==> src/sfr_consts.svh <==
// Notes on behaviour
// five defined states, all reachable
// five-bit one-hot state register encoding
// reset loads state 0 asynchronously
// ring advance when input high, else hold
// any invalid pattern forces back to 0
// invalid state sets rising-edge flag
// falling edge copies first flag onward
// second flag ORed with reset clears state
// flags clear on next edges after recovery
// forced reset comes from falling-edge flop
// detection is combinational, not exactly one
`ifndef SFR_CONSTS_SVH
`define SFR_CONSTS_SVH

// ---------------------------------------------------------------
// state encodings
// ---------------------------------------------------------------
`define SFR_ENC_S0 5'h01
`define SFR_ENC_S1 5'h02
`define SFR_ENC_S2 5'h04
`define SFR_ENC_S3 5'h08
`define SFR_ENC_S4 5'h10

// ---------------------------------------------------------------
// state index values shown on the output
// ---------------------------------------------------------------
`define SFR_IDX_S0 3'h0
`define SFR_IDX_S1 3'h1
`define SFR_IDX_S2 3'h2
`define SFR_IDX_S3 3'h3
`define SFR_IDX_S4 3'h4

`endif

==> src/sfr_pkg.sv <==
`default_nettype none
`include "sfr_consts.svh"

package sfr_pkg;

   // one-hot state names
   typedef enum logic [4:0] {
      SFR_ST0 = `SFR_ENC_S0,
      SFR_ST1 = `SFR_ENC_S1,
      SFR_ST2 = `SFR_ENC_S2,
      SFR_ST3 = `SFR_ENC_S3,
      SFR_ST4 = `SFR_ENC_S4
   } sfr_state_t;

   // posedge state of the machine
   typedef struct packed {
      logic [4:0] state; // raw pattern, may be upset
      logic [2:0] index; // registered state index
   } sfr_regs_t;

endpackage

`default_nettype wire

==> src/sfr_fsm.sv <==
`timescale 1ns/1ps
`default_nettype none
`include "sfr_consts.svh"

module sfr_fsm
   import sfr_pkg::*;
(
   input wire logic sys_clk, // 25 MHz clock, both edges used
   input wire logic reset_n, // active-low reset
   input wire logic advance_input, // step the ring when high
   output logic [2:0] state_index_out // current state index
);

   // ---------------------------------------------------------------
   // helper functions
   // ---------------------------------------------------------------

   // true only for exactly one bit set; all zeros is illegal too
   function automatic logic sfr_onehot_ok(input logic [4:0] s);
      return ($countones(s) == 1);
   endfunction

   // index of a one-hot pattern; illegal patterns read as zero
   function automatic logic [2:0] sfr_index(input logic [4:0] s);
      case (s)
         `SFR_ENC_S1: return `SFR_IDX_S1;
         `SFR_ENC_S2: return `SFR_IDX_S2;
         `SFR_ENC_S3: return `SFR_IDX_S3;
         `SFR_ENC_S4: return `SFR_IDX_S4;
         default: return `SFR_IDX_S0;
      endcase
   endfunction

   // ---------------------------------------------------------------
   // declarations
   // ---------------------------------------------------------------
   sfr_regs_t cur; // registered state
   sfr_regs_t next_cur; // next value
   logic illegal_flag_rise; // invalid seen, rising edge
   logic illegal_flag_fall; // copy on falling edge
   logic force_reset; // merged asynchronous clear
   logic state_bad; // current pattern invalid

   assign state_bad = !sfr_onehot_ok(cur.state);
   assign state_index_out = cur.index;

   // ---------------------------------------------------------------
   // next-state logic
   // ---------------------------------------------------------------

   // ring 0..4; an invalid pattern simply holds, recovery comes from
   // the flag pipeline so the ring logic stays a plain shifter
   always_comb begin
      next_cur = cur;
      case (cur.state)
         SFR_ST0: begin
            next_cur.state = advance_input ? SFR_ST1 : SFR_ST0;
         end
         SFR_ST1: begin
            next_cur.state = advance_input ? SFR_ST2 : SFR_ST1;
         end
         SFR_ST2: begin
            next_cur.state = advance_input ? SFR_ST3 : SFR_ST2;
         end
         SFR_ST3: begin
            next_cur.state = advance_input ? SFR_ST4 : SFR_ST3;
         end
         SFR_ST4: begin
            next_cur.state = advance_input ? SFR_ST0 : SFR_ST4;
         end
         default: begin
            next_cur.state = cur.state; // left to the recovery path
         end
      endcase
      next_cur.index = sfr_index(next_cur.state);
   end

   // ---------------------------------------------------------------
   // state register
   // ---------------------------------------------------------------

   // the merged clear acts without the clock; reset_n releases it directly,
   // the recovery term from the falling-edge flop, half a period from the edge
   assign force_reset = !reset_n || illegal_flag_fall;

   always_ff @(posedge sys_clk or posedge force_reset) begin
      if (force_reset) begin
         cur.state <= `SFR_ENC_S0;
         cur.index <= `SFR_IDX_S0;
      end else begin
         cur <= next_cur;
      end
   end

   // ---------------------------------------------------------------
   // recovery flag pipeline
   // ---------------------------------------------------------------

   // the flags clear on the clock, not at once: while reset is low the
   // merged clear already holds the state, so nothing waits on them
   // first flag: sampled invalid pattern on the rising edge
   always_ff @(posedge sys_clk) begin
      if (!reset_n) begin
         illegal_flag_rise <= 1'b0;
      end else begin
         illegal_flag_rise <= state_bad;
      end
   end

   // second flag: retimed on the falling edge to keep the release safe
   always_ff @(negedge sys_clk) begin
      if (!reset_n) begin
         illegal_flag_fall <= 1'b0;
      end else begin
         illegal_flag_fall <= illegal_flag_rise;
      end
   end

   // ---------------------------------------------------------------
   // assertions
   // ---------------------------------------------------------------
   logic quiet; // valid state and no recovery pending
   assign quiet = sfr_onehot_ok(cur.state) && !illegal_flag_rise &&
                  !illegal_flag_fall;

   AST_RESET_S0: assert property (@(posedge sys_clk)
      $rose(reset_n) |-> cur.state == `SFR_ENC_S0)
      else $error("state not 0 after reset");

   AST_ADVANCE: assert property (@(posedge sys_clk)
      disable iff (!reset_n)
      quiet && advance_input |=>
      cur.state == {$past(cur.state[3:0]), $past(cur.state[4])})
      else $error("ring did not advance");

   AST_HOLD: assert property (@(posedge sys_clk)
      disable iff (!reset_n)
      quiet && !advance_input |=> $stable(cur.state))
      else $error("state moved without advance");

   AST_INDEX: assert property (@(posedge sys_clk)
      disable iff (!reset_n)
      sfr_onehot_ok(cur.state) |->
      cur.state == (`SFR_ENC_S0 << state_index_out))
      else $error("index does not match state");

   AST_FLAG_SET: assert property (@(posedge sys_clk)
      disable iff (!reset_n)
      state_bad |=> illegal_flag_rise)
      else $error("invalid state not flagged");

   AST_FALL_COPY: assert property (@(posedge sys_clk)
      disable iff (!reset_n)
      $rose(illegal_flag_rise) |-> illegal_flag_fall)
      else $error("falling flag did not follow");

   AST_FORCE_S0: assert property (@(posedge sys_clk)
      disable iff (!reset_n)
      illegal_flag_fall |-> cur.state == `SFR_ENC_S0)
      else $error("recovery did not force state 0");

   AST_FLAGS_CLEAR: assert property (@(posedge sys_clk)
      disable iff (!reset_n)
      $rose(illegal_flag_rise) |=>
      !illegal_flag_rise && !illegal_flag_fall ##1 quiet)
      else $error("recovery flags did not clear");

   AST_NOT_STUCK: assert property (@(posedge sys_clk)
      disable iff (!reset_n)
      state_bad |-> ##1 cur.state == `SFR_ENC_S0 ##1 quiet)
      else $error("machine stuck in invalid state");

   AST_FALL_SOURCE: assert property (@(posedge sys_clk)
      disable iff (!reset_n)
      $rose(illegal_flag_fall) |-> $rose(illegal_flag_rise))
      else $error("forced reset without rising flag");

   // the index never leaves the five-value range
   AST_INDEX_RANGE: assert property (@(posedge sys_clk)
      disable iff (!reset_n)
      state_index_out <= `SFR_IDX_S4)
      else $error("index out of range");

   // the falling-edge flop always shows what the rising one held
   AST_FALL_TRACK: assert property (@(posedge sys_clk)
      disable iff (!reset_n)
      illegal_flag_fall == illegal_flag_rise)
      else $error("falling flag does not track");

   // a valid pattern leaves no flag behind on the next edge
   AST_RISE_CLEAR: assert property (@(posedge sys_clk)
      disable iff (!reset_n)
      !state_bad |=> !illegal_flag_rise)
      else $error("rising flag set without cause");

   // a valid state never steps into an invalid one
   AST_NEXT_ONEHOT: assert property (@(posedge sys_clk)
      disable iff (!reset_n)
      !state_bad |-> sfr_onehot_ok(next_cur.state))
      else $error("next state is not one-hot");

   // cover points: one per main scenario
   COV_RING: cover property (@(posedge sys_clk) disable iff (!reset_n)
      cur.state == `SFR_ENC_S4 && advance_input && quiet ##1
      cur.state == `SFR_ENC_S0);

   COV_HOLD: cover property (@(posedge sys_clk) disable iff (!reset_n)
      quiet && !advance_input [*3]);

   COV_RECOVER: cover property (@(posedge sys_clk) disable iff (!reset_n)
      state_bad ##1 illegal_flag_fall ##1 quiet);

   // a lap visits states 1 to 4 in turn, one per cycle
   COV_LAP: cover property (@(posedge sys_clk) disable iff (!reset_n)
      cur.state == `SFR_ENC_S1 ##1 cur.state == `SFR_ENC_S2 ##1
      cur.state == `SFR_ENC_S3 ##1 cur.state == `SFR_ENC_S4);

   // advance already high at the edge that ends reset
   COV_RELEASE_STEP: cover property (@(posedge sys_clk)
      $rose(reset_n) && advance_input ##1 cur.state == `SFR_ENC_S1);

endmodule

`default_nettype wire

==> config.mk <==
export PLATFORM = sky130hd
export DESIGN_NAME = sfr_fsm
export DESIGN_NICKNAME = d
export VERILOG_FILES = /design/src/sfr_pkg.sv /design/src/sfr_fsm.sv
export VERILOG_INCLUDE_DIRS = /design/src
export SDC_FILE = /design/constraint.sdc
export NUM_CORES = 1
export LEC_CHECK = 0
export BUFFER_PORTS_ARGS = -buffer_cell sky130_fd_sc_hd__buf_2
export CAP_MARGIN = 20
export CORE_UTILIZATION = 30
export DETAILED_ROUTE_END_ITERATION = 10
export PLACE_DENSITY = 0.58
export SYNTH_ARGS = -nofsm -noshare
export SYNTH_HDL_FRONTEND = slang
export SYNTH_SLANG_ARGS = --single-unit
==> constraint.sdc <==
create_clock -name sys_clk -period 0.8 [get_ports sys_clk]
set_input_delay 0.16 -clock sys_clk [delete_from_list [all_inputs] [get_ports sys_clk]]
set_output_delay 0.16 -clock sys_clk [all_outputs]
set_load 0.02 [all_outputs]
# After elaboration in Yosys (flattened, before gate mapping)
# Index checks and enable logic that the tools add are counted.
op_classes:
  n_addsub: 4
  eq_ne: 10
  muxes: 7
  reduce_logical: 3
op_table:
  columns: ["operator", "count"]
  rows:
  - ["$pmux W5 S5", 1]
  - ["$pmux W3 S4", 1]
  - ["$eq A5 B2 Y1 const B", 2]
  - ["$eq A5 B3 Y1 const B", 2]
  - ["$eq A5 B4 Y1 const B", 2]
  - ["$eq A5 B5 Y1 const B", 2]
  - ["$mux W5", 2]
  - ["$eq A5 B1 Y1 const B", 1]
  - ["$add A1 B1 Y2", 2]
  - ["$add A3 B1 Y4", 1]
  - ["$eq A4 B1 Y1 const B", 1]
  - ["$mux W4", 1]
  - ["$add A2 B2 Y3", 1]
  - ["$mux W3", 1]
  - ["$logic_not A1 Y1", 2]
  - ["$mux W2", 1]
  - ["$logic_or A1 B1 Y1", 1]
totals:
  regBits: 10
  input_bits: 3
  word_cells: 28

# Longest topological paths before layout
# Gate-level depths: netlist (run 1).
depth:
  word_depth: 5
  depth_mapped: 7

==> results of run 1 <==
==> kinds of logic after synthesis <==
logic type | Yosys count | synth area share, %
and+or+nand+nor | 18 | 15.8
buffers and inverters | 15 | 13.9
AOI/OAI and AO/OA | 13 | 15.8
DFF | 10 | 36.3
adders and majority gates | 6 | 13.5
muxes | 2 | 3.38
xor gates and xnor gates | 1 | 1.32
==> metrics by stage <==
stage                     TNS (ns)  instance area, sq um  hold slack [ns]  power [W]  util [%]
after detailed placement     -7.94                   881            0.339    0.00300      43.6
final                        -9.33                  1070           0.0679    0.00396      52.7
after floorplan              -6.52                   733           0.0214    0.00243         -
after global routing        -10.30                  1070           0.0826    0.00427      52.7
after global placement       -7.64                   881            0.332    0.00295      43.6
after CTS                    -9.11                  1040           0.0652    0.00386      51.6
==> cell type report <==
cell class | instances | share of cell area, %
inverter | 7 | 3.29
timing repair buffer | 28 | 22.8
tap | 27 | 3.17
sequential | 10 | 22.8
clock inverter | 1 | 0.352
multi-input combinational | 40 | 45.2
clock buffer | 4 | 2.46
==> timing repair <==
item | 4_1_cts | 5_1_grt
buffers inserted | 3 | 1
setup endpoints to repair | 20 | 21
cloned | 0 | 0
resized for setup | 25 | 4
pin swaps | 6 | 0
==> worst paths after layout <==
path,startpoint,endpoint,slack [ns],cells past startpoint
setup / recovery,cur[3]$_DFF_PP1_,state_index_out[2]$_DFF_PP0_,-1.16,8
hold / removal,reset_n,cur[6]$_DFF_PP0_,0.07,4
setup reg to reg,cur[3]$_DFF_PP1_,state_index_out[2]$_DFF_PP0_,-1.16,8
hold reg to reg,cur[7]$_DFF_PP0_,state_index_out[1]$_DFF_PP0_,0.53,1
max in group asynchronous,illegal_flag_fall$_SDFF_NN0_,cur[5]$_DFF_PP0_,-0.04,2
min in group sys_clk,reset_n,illegal_flag_rise$_SDFF_PN0_,0.23,3
==> layout by cell type, fill, tap and decap left out, types with 3 or more instances in the layout <==
| cell type | count |
|---|---|
| buf_4 | 16 |
| buf_6 | 10 |
| clkbuf_4 | 3 |
| dfrtp_1 | 7 |
| ha_4 | 4 |
| inv_1 | 3 |
==> layer usage <==
| layer | wire (um) | part of all wire, % | GRT usage [%] |
|---|---|---|---|
| met1 | 650 | 42 | 16.7 |
| met2 | 849 | 55 | 27.4 |
| met3 | 28 | 1.8 | 1.87 |
| met4 | 19 | 1.2 | 9.80 |
| met5 | 0 | 0 | 0 |
==> sequential cells by signal (all words and copies together), names as in the netlist <==
register / cells
state_index_out: 3
illegal_flag_rise: 1
cur: 5
illegal_flag_fall: 1
==> worst min-delay path: cells and delay by family <==
kind,cells,cell delay (ns)
and+or+nand+nor,1,0.18
buffers and inverters,3,0.31
==> power by group <==
| part | switching, W | leakage (nW) | internal (W) | total [W] |
|---|---|---|---|---|
| logic | 0.00132 | 0.325 | 0.00139 | 0.00270 |
| clock network | 0.000171 | 0.0203 | 0.000199 | 0.000370 |
| registers | 0.000200 | 0.120 | 0.000688 | 0.000888 |
| total | 0.00169 | 0.465 | 0.00227 | 0.00396 |
==> results by group, run 1 <==
Clocking
  • Root Buffer: clkbuf_4
  • CTS tree: done
  • Hold_buf cts: 0
  • Clock Latency Late Sink: 0.32 ns
  • Worst-path clk slew: 0.06 ns
  • CTS Sinks: 10
  • H-tree depth: 1
  • Num CTS Buffers: 3
  • CTS Buffer Depth: 2

Yosys
  • Yosys cell types: 34
  • Post-synthesis net count: 74
  • Asr flop ratio synth: 80.0%
  • Post-synth top area cell: dfrtp_1
  • Synthesized area: 666 sq um
  • Synth warnings: 0
  • Yosys top cell area share: 26.3%
  • Synth Register Bits: 10
  • Primary FF master, synth: dfrtp_1
  • Cells after synthesis: 65
  • Syn_area_per_cell: 10.2 sq um
  • Most numerous cell in the Yosys netlist: dfrtp_1
  • Post-synth EDFFs: 0
  • Most frequent cells after synthesis: 7 x dfrtp_1, 5 x inv_1, 4 x ha_1, 4 x nand2_1, 4 x nor3_1
  • Post-synthesis sequential area ratio: 36.3%
  • Area contributors post-synth: dfrtp_1 26%, ha_1 7.5%, dfxtp_1 6.0%

Critical path
  • CP Launch Type: flop
  • Critical Path Sink Type: flop
  • Crit path arrival time: 2.12 ns
  • Worst path slowest cell: dfstp_2
  • CP top delay family: compound AO/OA/AOI/OAI gates
  • Crit Path Max Fanout: 4
  • CP bufs+invs: 3
  • Worst stage delay on the critical path: 0.41 ns
  • Critical path class: reg -> reg
  • Crit path cell chain: buf_6 -> inv_4 -> ha_4 -> clkinv_4 -> a2111oi_4 -> nor3_2 -> a221o_1 -> nor4b_2
  • Worst EP required: 0.97 ns

Die
  • Initial Utilization: 32.9%
  • Die Ht: 49.1 um
  • Core area: 0.00202 sq mm
  • I/O pin cnt: 6
  • Die area: 0.00241 sq mm
  • Site Rows: 16
  • Die W: 49.1 um

STA
  • Fin. max-slew vios: 0
  • RSZ-0062 raised after global routing: true
  • Worst slew margin: 71.2%
  • Final hold violations: 0
  • Final Critical Period: 1.96 ns
  • Setup ws final: -1.16 ns
  • Highest clock rate: 0.511 GHz
  • Period utilization: 244%
  • Worst slew pin tran: 0.428 ns
  • Worst Skew: 0.0609 ns
  • Final setup fails: 21

Pwr
  • Pwr dens: 3720 mW/mm^2
  • Leak: 0.465 nW
  • Max VDD drop: 1.60 mV

Drt
  • Drc violations: 0
  • Wire per inst: 13.2 um
  • DR pass1 iterations: 4
  • Starting DRT DRC Count: 10
  • Vias: 573
  • Routed wire length: 1550 um
  • Post-route ant nets: 0
  • Via/cell ratio: 4.90

Global routing
  • Grt total ovfl: 0
  • First-pass GRT wire length: 2730 um
  • Vias in the first global route: 601
  • Largest net degree at the start of global routing: 11
  • Total GRT Usage: 15.3%
  • Initial antenna violation count: 0

Place
  • Post-DP HPWL: 1110 um
  • # port buffers: 5
  • Dpl ws: -1.15 ns
  • Final Wtd Congestion: 0.815
  • DP Cell Count: 110

Final layout
  • Antenna cells: 0
  • Multi-input gate area: 482 sq um
  • Finished Layout Cells: 117
  • Area Growth Syn to Fin: 60.2%
  • Reg area: 243 sq um
  • Layout fillers: 175
  • Final Net Count: 100
  • Layout cells sized above 1: 66.7%

Run status
  • Status: finished, violations left
  • Failing checks: negative setup slack

Job
  • Max_cap viols: 0

Worst hold path
  • Min-delay worst type: in -> async
(Power assumes the default switching activity.)
==> inputs of run 2 (changes only) <==
Settings changed: CORE_UTILIZATION 30 to 50, PLACE_DENSITY 0.58 to 0.81.
==> results by group, run 2 (synthesis gave the netlist of run 1 again) <==
Run status
  • Status: finished, violations left
  • Failing checks: negative setup slack

STA
  • Worst Skew: 0.0522 ns
  • Worst slew pin tran: 0.336 ns
  • Sum of negative setup slack: -9.05 ns
  • Setup ws final: -1.13 ns
  • Hold_ws: 0.0886 ns
  • Highest clock rate: 0.517 GHz
  • Final Critical Period: 1.93 ns
  • Fin. max-slew vios: 0
  • Period utilization: 242%
  • Worst slew margin: 77.4%
  • Final setup fails: 21
  • Final hold violations: 0
  • RSZ-0062 raised after global routing: true

Place
  • Dpl ws: -1.15 ns
  • # port buffers: 5
  • Post-DP HPWL: 1150 um
  • Final Wtd Congestion: 0.810

Clocking
  • H-tree depth: 1
  • Root Buffer: clkbuf_4
  • Clock Latency Late Sink: 0.31 ns
  • Hold_buf cts: 0
  • Worst-path clk slew: 0.08 ns
  • CTS Buffer Depth: 2
  • CTS tree: done
  • CTS Sinks: 10
  • Num CTS Buffers: 3

Die
  • Die Ht: 38.5 um
  • Site Rows: 12
  • Initial Utilization: 56.8%
  • Die W: 38.5 um
  • I/O pin cnt: 6
  • Die area: 0.00148 sq mm
  • Core area: 0.00117 sq mm

Critical path
  • Worst EP required: 0.95 ns
  • Crit Path Max Fanout: 4
  • CP bufs+invs: 2
  • CP most frequent cell: inv_2
  • Critical Path Sink Type: flop
  • Crit path arrival time: 2.08 ns
  • Critical path class: reg -> reg
  • Critical path depth in cells: 6
  • Worst stage delay on the critical path: 0.57 ns
  • CP top delay family: adder cells
  • Crit path cell chain: fa_1 -> inv_2 -> fa_2 -> inv_2 -> ha_4 -> o31a_1
  • Worst R2R Path Depth: 6
  • CP Launch Type: flop
  • Worst path slowest cell: fa_1

Drt
  • Starting DRT DRC Count: 24
  • Drc violations: 0
  • Wire per inst: 18.8 um
  • Routed wire length: 1960 um
  • DR pass1 iterations: 5
  • Vias: 597
  • Via/cell ratio: 5.74
  • Post-route ant nets: 0

Pwr
  • Max VDD drop: 2.42 mV
  • Leak: 0.462 nW
  • Total Power: 0.00416 W
  • Pwr dens: 3980 mW/mm^2

Final layout
  • Most frequent cells in the layout: 20 x buf_4, 6 x dfrtp_1, 6 x buf_6
  • Reg area: 244 sq um
  • Top reg by flops: cur
  • Layout cells sized above 1: 74.4%
  • Area Growth Syn to Fin: 57.0%
  • Final Net Count: 100
  • Top flop regs: cur: 5 flops, state_index_out: 3 flops
  • Commonest non-fill, non-tap cell in the layout: buf_4
  • Largest register FFs: 5
  • Multi-input gate area: 492 sq um
  • Layout fillers: 51
  • Antenna cells: 0

Global routing
  • Grt total ovfl: 0
  • First-pass GRT wire length: 2900 um
  • Initial antenna violation count: 0
  • Total GRT Usage: 30.9%
  • Vias in the first global route: 637
  • Largest net degree at the start of global routing: 11

Worst hold path
  • Min-delay worst type: in -> async

Job
  • Max_cap viols: 0
==> run 2: cell types whose count changed in the layout (fill, tap and decap cells not counted), moves of 2 or more <==
| cell | change |
|---|---|
| nor3_2 | +2 |
| buf_6 | -4 |
| nor3_1 | -2 |
| buf_4 | +4 |
| inv_2 | +2 |
==> run 2: metrics by stage <==
stage	utilization [%]	cell area, sq um	instances
after floorplan	-	733	65
after global placement	71.9	842	94
after detailed placement	71.9	842	94
after CTS	85.8	1000	104
after global routing	89.2	1040	104
final	89.2	1040	104
==> run 2: power breakdown <==
group	total, W	leakage [nW]	switching, W	internal [W]
clock network	0.000394	0.0203	0.000194	0.000199
registers	0.000896	0.118	0.000205	0.000690
logic	0.00287	0.324	0.00148	0.00140
==> run 2: worst reg2reg max path: cells and delay by family (launching register included) <==
kind	cells	cell delay, ns
AOI/OAI and AO/OA	1	0.24
DFF	1	0.39
adders and majority gates	3	1.08
buffers and inverters	2	0.12
==> run 2: cell type report <==
type,count,area share [%]
clock buffer,4,2.51
clock inverter,1,0.359
inverter,7,3.23
multi-input combinational,40,47.1
sequential,10,23.4
tap,14,1.68
timing repair buffer,28,21.8
==> run 2: per-layer routing <==
| layer | track usage, % | routed length, um |
|---|---|---|
| met1 | 30.5 | 807 |
| met2 | 57.9 | 1070 |
| met3 | 12.2 | 69 |
| met4 | 8.62 | 12 |
| met5 | 0 | 0 |
==> run 2: timing repair <==
item                                    CTS  global route
buffers inserted                          7             0
pin swaps                                 7             2
endpoints found under the hold margin     0             0
resized for setup                        20            10
endpoints found under the setup margin   21            21
==> run 2: path summary, 6_finish.rpt <==
check                                                   from                           end  slack (ns)
worst max-delay path                        cur[3]$_DFF_PP1_  illegal_flag_rise$_SDFF_PN0_       -1.13
worst min-delay path                                 reset_n  state_index_out[1]$_DFF_PP0_        0.09
worst max register to register              cur[3]$_DFF_PP1_  illegal_flag_rise$_SDFF_PN0_       -1.13
worst min register to register  illegal_flag_fall$_SDFF_NN0_  state_index_out[1]$_DFF_PP0_        0.73
max in group asynchronous       illegal_flag_fall$_SDFF_NN0_              cur[4]$_DFF_PP0_       -0.05
min in group sys_clk                                 reset_n  illegal_flag_rise$_SDFF_PN0_        0.25
==> inputs of run 3 (changes only) <==
Settings changed: CORE_MARGIN set to 2.
==> results by group, run 3 (synthesis gave the netlist of run 1 again) <==
Die
  • Die Ht: 40.5 um
  • Initial Utilization: 52.5%
  • I/O pin cnt: 6
  • Die W: 40.5 um
  • Core area: 0.00127 sq mm
  • Site Rows: 13
  • Die area: 0.00164 sq mm

Clocking
  • Clock Latency Late Sink: 0.32 ns
  • Worst-path clk slew: 0.07 ns
  • Root Buffer: clkbuf_4
  • CTS Sinks: 10
  • Hold_buf cts: 0
  • CTS tree: done
  • Num CTS Buffers: 3
  • H-tree depth: 1
  • CTS Buffer Depth: 2

Final layout
  • Largest register FFs: 5
  • Top reg by flops: cur
  • Most frequent cells in the layout: 21 x buf_4, 8 x buf_6, 6 x dfrtp_1
  • Fin util: 87.1%
  • Commonest non-fill, non-tap cell in the layout: buf_4
  • Post-route cell area: 0.00110 sq mm
  • Antenna cells: 0
  • Top flop regs: cur: 5 flops, state_index_out: 3 flops
  • Layout fillers: 62
  • Final Net Count: 104
  • Reg area: 245 sq um
  • Layout cells sized above 1: 71.3%
  • Multi-input gate area: 497 sq um
  • Area Growth Syn to Fin: 66.0%

Critical path
  • CP top delay family: flip-flops
  • Critical Path End: state_index_out[1]$_DFF_PP0_
  • CP Launch Type: flop
  • Crit Path Max Fanout: 4
  • Critical Path Sink Type: flop
  • Crit path cell chain: inv_4 -> ha_4 -> mux2_2 -> nand3_2 -> o41ai_4 -> buf_4 -> buf_12 -> nor4_4
  • Worst EP required: 0.97 ns
  • RR Startpoint: cur[3]$_DFF_PP1_
  • CP bufs+invs: 3
  • Critical path class: reg -> reg
  • Crit path arrival time: 2.14 ns
  • Worst R2R Path Depth: 8
  • Worst path slowest cell: dfstp_2
  • Worst setup path startpoint: cur[3]$_DFF_PP1_
  • Reg2reg end: state_index_out[1]$_DFF_PP0_
  • Critical path depth in cells: 8
  • R2r setup slk: -1.17 ns
  • Worst stage delay on the critical path: 0.63 ns

Drt
  • Wire per inst: 17.6 um
  • Drc violations: 0
  • Post-route ant nets: 0
  • Via/cell ratio: 5.40
  • Vias: 589
  • Starting DRT DRC Count: 9
  • DR pass1 iterations: 4
  • Routed wire length: 1920 um

Pwr
  • Max VDD drop: 2.44 mV
  • Leak: 0.489 nW
  • Pwr dens: 4030 mW/mm^2
  • Total Power: 0.00445 W

Global routing
  • Largest net degree at the start of global routing: 11
  • GR Util met1: 26.2%
  • First-pass GRT wire length: 2630 um
  • GR peak layer: met2
  • Met2 Use GR: 49.2%
  • Grt total ovfl: 0
  • Met3 Track Usage GR: 10.6%
  • Vias in the first global route: 580
  • Initial antenna violation count: 0
  • Total GRT Usage: 26.6%

Place
  • # port buffers: 5
  • Dpl ws: -1.12 ns
  • Area after DPL: 843 sq um
  • Post-DP HPWL: 1130 um
  • Final Wtd Congestion: 0.839

STA
  • Fin. max-slew vios: 0
  • RSZ-0062 raised after global routing: true
  • Period utilization: 246%
  • Setup ws final: -1.17 ns
  • Worst slew margin: 73.8%
  • Final hold violations: 0
  • Final Critical Period: 1.97 ns
  • Worst Skew: 0.0618 ns
  • Worst slew pin tran: 0.392 ns
  • Sum of negative setup slack: -9.61 ns
  • Highest clock rate: 0.508 GHz
  • Final setup fails: 21

Run status
  • Failing checks: negative setup slack
  • Status: finished, violations left

Job
  • Max_cap viols: 0

Worst hold path
  • Min-delay worst type: in -> async
run 3: changes by cell type in the layout (fill, tap and decap cells not counted), sizes merged:
cell	change
buf	+4
run 3: tightest hold or removal path: cells and delay by family:
family	cells	cell delay [ns]
buffers and inverters	3	0.33
and+or+nand+nor	1	0.19
run 3: layout make-up:
type                       instances  area share [%]
inverter                           7            3.28
clock inverter                     1           0.340
clock buffer                       4            2.38
multi-input combinational         40            45.0
tap                               15            1.70
sequential                        10            22.2
timing repair buffer              32            25.1
run 3: timing repair:
action / in CTS / in global routing
gates resized for setup: 20 / 13
setup buffers: 5 / 6
endpoints found under the setup margin: 21 / 21
hold endpoints to repair: 0 / 0
pin swaps: 2 / 5
run 3: worst min path at each step:
stage / end / slack (ns) / cells after the start / start
finish: cur[4]$_DFF_PP0_ / 0.1 / 4 / reset_n
global route: state_index_out[2]$_DFF_PP0_ / 0.11 / 4 / reset_n
CTS: state_index_out[1]$_DFF_PP0_ / 0.03 / 4 / reset_n
detailed placement: cur[4]$_DFF_PP0_ / 0.25 / 3 / reset_n
global placement: state_index_out[1]$_DFF_PP0_ / 0.24 / 3 / reset_n
floorplan: cur[4]$_DFF_PP0_ / 0.02 / 1 / reset_n
run 3: metrics by stage:
| stage | cells | hold WS [ns] |
|---|---|---|
| floorplan | 65 | 0.0214 |
| global placement | 95 | 0.238 |
| detailed placement | 95 | 0.250 |
| CTS | 104 | 0.0288 |
| global route | 109 | 0.109 |
| finish | 109 | 0.0965 |
run 3: layer usage:
metal	up-vias	wire length [um]
li1	282	-
met1	285	747
met5	-	0
met2	20	1080
met4	0	11
met3	2	80
run 3: power by group:
group          internal [W]  switching [W]  total (W)
Sequential         0.000699       0.000215   0.000914
Clock              0.000199       0.000194   0.000393
Combinational       0.00163        0.00152    0.00314
